`config.mk`:
```
export PLATFORM = sky130hd
export DESIGN_NAME = fsm_minmax_unit
export DESIGN_NICKNAME = d
export VERILOG_FILES = /design/src/logic/fsm_pkg.sv /design/src/logic/fsm_minmax_unit.sv
export SDC_FILE = /design/constraint.sdc
export NUM_CORES = 1
export LEC_CHECK = 0
export BUFFER_PORTS_ARGS = -buffer_cell sky130_fd_sc_hd__buf_4
export CORE_ASPECT_RATIO = 1.1
export CORE_MARGIN = 2
export CORE_UTILIZATION = 30
export CTS_BUF_LIST = sky130_fd_sc_hd__clkbuf_4 sky130_fd_sc_hd__clkbuf_8
export CTS_CLUSTER_DIAMETER = 200
export DETAILED_ROUTE_END_ITERATION = 8
export PLACE_DENSITY_LB_ADDON = 0.15
export REMOVE_ABC_BUFFERS = 1
export SYNTH_ARGS = -nofsm -noshare
export SYNTH_HDL_FRONTEND = slang
export SYNTH_SLANG_ARGS = --single-unit
export TNS_END_PERCENT = 100
```
`constraint.sdc`:
```
create_clock -name CORE_CLK -period 2.4 [get_ports CORE_CLK]
set_input_delay 0.12 -clock CORE_CLK [delete_from_list [all_inputs] [get_ports CORE_CLK]]
set_output_delay 0.12 -clock CORE_CLK [all_outputs]
set_load 0.02 [all_outputs]
```
`src/logic/fsm_pkg.sv`:
```
package fsm_pkg;

  // ----------------------------------------------------------------
  // Instruction fields
  // ----------------------------------------------------------------
  localparam int         FSM_FMT_W      = 5;
  localparam int         FSM_FUNCT_W    = 6;
  localparam int         FSM_REG_W      = 5;
  localparam int         FSM_DATA_W     = 64;
  localparam logic [4:0] FSM_FMT_SINGLE = 5'h10;
  localparam logic [4:0] FSM_FMT_DOUBLE = 5'h11;
  localparam logic [5:0] FSM_FN_MIN     = 6'h1C;
  localparam logic [5:0] FSM_FN_SMALLEST_MAGNITUDE_OP    = 6'h1D;
  localparam logic [5:0] FSM_FN_MAX     = 6'h1E;
  localparam logic [5:0] FSM_FN_LARGEST_MAGNITUDE_OP    = 6'h1F;

  // ----------------------------------------------------------------
  // Format layouts
  // ----------------------------------------------------------------
  localparam int         FSM_S_SIGN     = 31;
  localparam int         FSM_S_EXP_LO   = 23;
  localparam int         FSM_S_QBIT     = 22;
  localparam int         FSM_D_SIGN     = 63;
  localparam int         FSM_D_EXP_LO   = 52;
  localparam int         FSM_D_QBIT     = 51;
  localparam int         FSM_MIN_REV    = 6;

  // ----------------------------------------------------------------
  // Request and answer carriers
  // ----------------------------------------------------------------
  typedef struct packed {
    logic [FSM_FUNCT_W-1:0] funct;
    logic [FSM_FMT_W-1:0]   fmt;
    logic [FSM_REG_W-1:0]   dest;
    logic [FSM_DATA_W-1:0]  first;
    logic [FSM_DATA_W-1:0]  second;
  } fsm_req_s;

  typedef struct packed {
    logic                   wr_en;
    logic [FSM_REG_W-1:0]   dest;
    logic [FSM_DATA_W-1:0]  data;
  } fsm_wb_s;

  typedef struct packed {
    logic cop_unusable;
    logic reserved_instr;
    logic invalid_trap;
    logic invalid_cause;
    logic unimpl_cause;
  } fsm_exc_s;

  localparam logic [4:0] FSM_EXC_NONE = 5'h00;

endpackage

```
`src/logic/fsm_minmax_unit.sv`:
```
`timescale 1ns/10ps
// Summary of operation
// - Coprocessor disabled: unusable exception, no result.
// - Unimplemented format: reserved instruction exception.
// - Any signalling NaN raises invalid operation.
// - Both NaN: return first source unchanged.
// - One NaN: return the numeric source.
// - Max returns numerically greater value.
// - Min returns numerically smaller value.
// - Max magnitude; ties pick greater value.
// - Min magnitude; ties pick smaller value.
// - Signed zeros: largest +0, smallest -0.
// - Enabled invalid trap suppresses destination write.
// - Disabled trap: treat SNaN as quiet, unchanged.
// - Only unimplemented or invalid flags raised.
// - Operations present only from revision six.
module fsm_minmax_unit
  import fsm_pkg::*;
#(
  parameter int ARCH_REV = 6
) (
  // Clock and reset
  input  wire logic     CORE_CLK,
  input  wire logic     RST,
  // Control state from the processor
  input  wire logic     COP1_ENABLE,
  input  wire logic     INVALID_ENABLE,
  input  wire logic     DOUBLE_IMPL,
  // Issue
  input  wire logic     REQ_VALID,
  input  wire fsm_req_s REQ,
  // Answer
  output fsm_wb_s       WB,
  output logic          DONE,
  output fsm_exc_s      EXC
);

  initial begin
    if (ARCH_REV < 1) begin
      $error("ARCH_REV must be positive.");
    end
  end

  // ----------------------------------------------------------------
  // Decode
  // ----------------------------------------------------------------
  logic is_op;
  logic is_dbl;
  logic fmt_ok;
  logic is_max;
  logic is_mag;

  always_comb begin
    is_op  = (REQ.funct == FSM_FN_MIN) || (REQ.funct == FSM_FN_SMALLEST_MAGNITUDE_OP) ||
             (REQ.funct == FSM_FN_MAX) || (REQ.funct == FSM_FN_LARGEST_MAGNITUDE_OP);
    is_op  = is_op && (ARCH_REV >= FSM_MIN_REV);
    is_dbl = (REQ.fmt == FSM_FMT_DOUBLE);
    fmt_ok = (REQ.fmt == FSM_FMT_SINGLE) || (is_dbl && DOUBLE_IMPL);
    is_max = (REQ.funct == FSM_FN_MAX) || (REQ.funct == FSM_FN_LARGEST_MAGNITUDE_OP);
    is_mag = (REQ.funct == FSM_FN_SMALLEST_MAGNITUDE_OP) || (REQ.funct == FSM_FN_LARGEST_MAGNITUDE_OP);
  end

  // ----------------------------------------------------------------
  // Operand classification
  // ----------------------------------------------------------------
  // Single values live in the low word; the upper word is ignored.
  logic        a_sign;
  logic        b_sign;
  logic [62:0] a_mag;
  logic [62:0] b_mag;
  logic        a_nan;
  logic        b_nan;
  logic        a_snan;
  logic        b_snan;

  always_comb begin
    if (is_dbl) begin
      a_sign = REQ.first[FSM_D_SIGN];
      b_sign = REQ.second[FSM_D_SIGN];
      a_mag  = REQ.first[62:0];
      b_mag  = REQ.second[62:0];
      a_nan  = (&REQ.first[62:FSM_D_EXP_LO]) && (|REQ.first[FSM_D_EXP_LO-1:0]);
      b_nan  = (&REQ.second[62:FSM_D_EXP_LO]) && (|REQ.second[FSM_D_EXP_LO-1:0]);
      a_snan = a_nan && !REQ.first[FSM_D_QBIT];
      b_snan = b_nan && !REQ.second[FSM_D_QBIT];
    end else begin
      a_sign = REQ.first[FSM_S_SIGN];
      b_sign = REQ.second[FSM_S_SIGN];
      a_mag  = {32'h0000_0000, REQ.first[30:0]};
      b_mag  = {32'h0000_0000, REQ.second[30:0]};
      a_nan  = (&REQ.first[30:FSM_S_EXP_LO]) && (|REQ.first[FSM_S_EXP_LO-1:0]);
      b_nan  = (&REQ.second[30:FSM_S_EXP_LO]) && (|REQ.second[FSM_S_EXP_LO-1:0]);
      a_snan = a_nan && !REQ.first[FSM_S_QBIT];
      b_snan = b_nan && !REQ.second[FSM_S_QBIT];
    end
  end

  // ----------------------------------------------------------------
  // Selection
  // ----------------------------------------------------------------
  logic a_greater;
  logic a_mag_gt;
  logic pick_a;

  always_comb begin
    // Sign-magnitude ordering; two zeros of opposite sign order -0 below +0.
    if (a_sign != b_sign) begin
      a_greater = b_sign;
    end else if (a_sign) begin
      a_greater = a_mag < b_mag;
    end else begin
      a_greater = a_mag > b_mag;
    end
    a_mag_gt = a_mag > b_mag;
    // A signalling NaN counts as any NaN here, so it is never quieted.
    if (a_nan && b_nan) begin
      pick_a = 1'b1;
    end else if (a_nan) begin
      pick_a = 1'b0;
    end else if (b_nan) begin
      pick_a = 1'b1;
    end else if (is_mag && (a_mag != b_mag)) begin
      pick_a = is_max ? a_mag_gt : !a_mag_gt;
    end else begin
      pick_a = is_max ? a_greater : !a_greater;
    end
  end

  // ----------------------------------------------------------------
  // Result and exception registers
  // ----------------------------------------------------------------
  logic [FSM_DATA_W-1:0] sel_val;
  logic                  any_snan;

  always_comb begin
    sel_val  = pick_a ? REQ.first : REQ.second;
    if (!is_dbl) begin
      sel_val = {32'h0000_0000, sel_val[31:0]};
    end
    any_snan = a_snan || b_snan;
  end

  always_ff @(posedge CORE_CLK or posedge RST) begin
    if (RST) begin
      DONE <= 1'b0;
    end else begin
      DONE <= REQ_VALID && is_op;
    end
  end

  always_ff @(posedge CORE_CLK or posedge RST) begin
    if (RST) begin
      EXC <= FSM_EXC_NONE;
    end else begin
      EXC <= FSM_EXC_NONE;
      if (REQ_VALID && is_op) begin
        if (!COP1_ENABLE) begin
          EXC.cop_unusable <= 1'b1;
        end else if (!fmt_ok) begin
          EXC.reserved_instr <= 1'b1;
        end else if (any_snan) begin
          EXC.invalid_cause <= 1'b1;
          EXC.invalid_trap  <= INVALID_ENABLE;
        end
      end
    end
  end

  always_ff @(posedge CORE_CLK or posedge RST) begin
    if (RST) begin
      WB <= '0;
    end else begin
      WB.wr_en <= 1'b0;
      // A trapped request leaves dest and data alone, so they only move with a write.
      if (REQ_VALID && is_op && COP1_ENABLE && fmt_ok && !(any_snan && INVALID_ENABLE)) begin
        WB.wr_en <= 1'b1;
        WB.dest  <= REQ.dest;
        WB.data  <= sel_val;
      end
    end
  end

endmodule

```
==> run summary <==
share of layout cells above drive strength 1: 42.30%
Pleak: 5.268 nW
RePlAce Congestion: 0.8208
Max Root-Sink Buffers: 2
Placed Instance Area: 9275 sq um
RR Startpoint: WB[63]
DRC Markers: 0
Worst path top cell family by delay: simple AND/OR/NAND/NOR gates
synthesized area: 6163 sq um
vias in the first global route: 7168
GR Overflow Total: 0
Seq cells post-synth: 75
Hold WS: 0.02353 ns
Mapped Cells: 793
Ys Warns: 0
final hold violations: 0
first-pass GRT wire length: 37470 um
WS Path Type: primary input to register
largest net degree at the start of global routing: 76
critical-path cell list: buf_6, nor4b_4, and2_4, clkbuf_16, nand2_1, ha_1, nand4_1, nor4_2, buf_4, o2111ai_2, o211ai_1, mux2_4, mux2_4, buf_12, or4_1, nand3_1
register area share after synthesis: 30.45%
area grow syn2layout: 65.57%
register area: 1877 sq um
Buf/Inv on CP: 4
via density per instance: 5.161
worst reg2reg path endpoint: WB[63]
Crit-path slowest cell: or4_1
Num CTS Buffers: 9
FMAX: 291.2 MHz
reg-to-reg slack, setup: 1.54 ns
fin area: 10200 sq um
Endpoint, Worst Hold: WB[5]
Pre-antenna DRT Iters: 4
Core Area: 20370 sq um
outcome: complete, but fails checks
Setup crit end kind: register
ys async rst share: 100.0%
most numerous cell in the Yosys netlist: nand2_1
combinational share of power: 35.4%
unrepaired setup endpoints after global routing: yes
sequential share of power: 36.9%
final core utilization: 50.10%
Sw Share: 34.07%
initial antenna violation count: 0
IO Port Bufs: 224
die area: 21710 sq um
post-synth top area share: 30.45%
Final Skew: 0 ns
Hold Path Depth: 3
CP arrival: 3.75 ns
Clock transition at path regs: 0.10 ns
Pint: 2.322 mW
Max Cap Violations: 0
fillers: 2040
WL per Instance: 17.48 um
final wirelength: 24680 um
failing checks: setup timing
PD cells: 345.1 nW/um^2
Inst Count DP: 1373
critical path peak fanout: 18
Commonest cells post-synth: nand2_1, dfrtp_1, inv_1
Hold Crit Class: primary input to register
count of cell types in the netlist: 53
Routed Antenna Nets: 0
area of the multi-input gates: 4202 sq um
post-route minimum period: 3.435 ns
hold_sp: REQ[5]
top cells by area, synth: dfrtp_1, ha_1, nand2_1
measured slew at the worst slew-check pin: 0.7637 ns
# rows: 55
biggest cell delay along the critical path: 0.47 ns
H-tree depth: 3
Die X: 140.7 um
Final HPWL DP: 18060 um
Initial DRC Count: 288
Skew-Pair Late Insertion Delay: 0.38 ns
Synth area leader: dfrtp_1
Slew Limit Fails: 0
Worst VDD drop: 0.2030 mV
GRT Util Overall: 21.70%
diode count: 0
clock root buffer: clkbuf_8
Setup WS pre-CTS: -1.441 ns
non-filler cells, final: 1412
CP most frequent cell: mux2_4
critical path required time: 2.71 ns
Startpoint Class: primary input
net switching power: 1.200 mW
# setup viols final: 64
mean post-synth cell area: 7.772 sq um
Initial Util: 30.26%
CTS tree: yes
Die H: 154.3 um
Vias: 7288
final worst slack: -1.035 ns
worst reg2reg path depth: 2
EDFF count, synth: 0
Tcrit/Tclk final: 143.1%
I/O pin count: 226
max_slew headroom: 48.62%
Clock Power Share: 27.7%
Layout Nets: 1364
clk sink count: 75
top_reg_cell synth: dfrtp_1
==> area by class of cell <==
| class | instances | share of cell area, % |
|---|---|---|
| Multi-Input combinational cell | 596 | 41.17 |
| Timing Repair Buffer | 401 | 32.93 |
| Sequential cell | 75 | 18.39 |
| Tap cell | 256 | 3.139 |
| Inverter | 68 | 2.636 |
| Clock buffer | 9 | 1.214 |
| Clock inverter | 7 | 0.5150 |
==> power groups by stage <==
stage	clock, mW	combinational [mW]	sequential (mW)
floorplan	0	0.393	1.35
global placement	0	1.05	1.33
detailed placement	0	1.06	1.33
CTS	1.01	1.09	1.30
global route	1.07	1.36	1.30
finish	0.974	1.25	1.30
==> routing by layer <==
| layer | GRT usage (%) | up-vias | share of wire (%) |
|---|---|---|---|
| met1 | 25.76 | 3429 | 41 |
| met2 | 38.84 | 207 | 51 |
| met4 | 7.857 | 0 | 2.4 |
| met3 | 4.272 | 38 | 5.6 |
| li1 | - | 3614 | - |
| met5 | 0 | - | 0 |
==> flip-flops by register name (all words and copies together) (netlist names) <==
register,count
WB,70
EXC,4
DONE,1
==> tightest hold or removal path: stages <==
cell,delay [ns]
buf_4,0.12
o21ai_0,0.07
a31oi_1,0.08
==> layout by cell type, fill, tap and decap left out, drive strengths merged, types with 2 or more instances in the layout <==
cell         instances
nor2b                3
a31oi               32
and2                 3
o21ai               43
clkbuf              15
mux2                 2
a22o                 2
nand3               41
or3                 32
o211ai              33
nor3                11
inv                 68
a21o                 2
dfrtp               75
nand4               27
nor4                27
o2111ai              2
nor2                56
or4                 32
mux2i                2
clkinv               6
ha                  63
o21a                 2
buf                387
nand2              104
and3                33
dlygate4sd3          8
a211oi               3
a21oi               27
==> stage by stage <==
stage / TNS [ns] / power (mW)
after floorplan: -135.60 / 1.746
after global placement: -91.50 / 2.379
after detailed placement: -93.71 / 2.385
after CTS: -60.03 / 3.402
after global routing: -73.63 / 3.733
final: -62.63 / 3.521
==> cell families (layout without fill, tap and decap cells) <==
logic type / count (synthesis) / in the layout / share of synthesized area [%]
adder cells (fa/ha/maj): 63 / 63 / 12.79
flip-flops: 75 / 75 / 30.45
multiplexers: 4 / 4 / 0.8729
AND/OR/NAND/NOR: 372 / 372 / 31.63
buffers and inverters: 122 / 485 / 8.140
AO/OA/AOI/OAI: 156 / 156 / 16.06
other: 1 / 1 / 0.06084
==> worst max-delay path by stage <==
| stage | start | to | slack [ns] | depth (start not counted) |
|---|---|---|---|---|
| 6_report | REQ[136] | WB[49] | -1.03 | 16 |
| 5_1_grt | REQ[136] | WB[29] | -1.20 | 18 |
| 4_1_cts | REQ[136] | WB[47] | -0.97 | 16 |
| 3_5_place_dp | REQ[136] | WB[34] | -1.44 | 17 |
| 3_3_place_gp | REQ[136] | WB[56] | -1.43 | 17 |
| 2_1_floorplan | REQ[136] | WB[0] | -2.33 | 12 |
==> what timing repair did <==
action | 4_1_cts | 5_1_grt
setup buffers | 1 | 9
endpoints found under the hold margin | 83 | 0
pin swaps | 7 | 36
endpoints found under the setup margin | 70 | 70
resized for setup | 12 | 78
hold buffers | 8 | 0
cloned | 1 | 5
No activity file was read; power rests on OpenSTA's default activity.
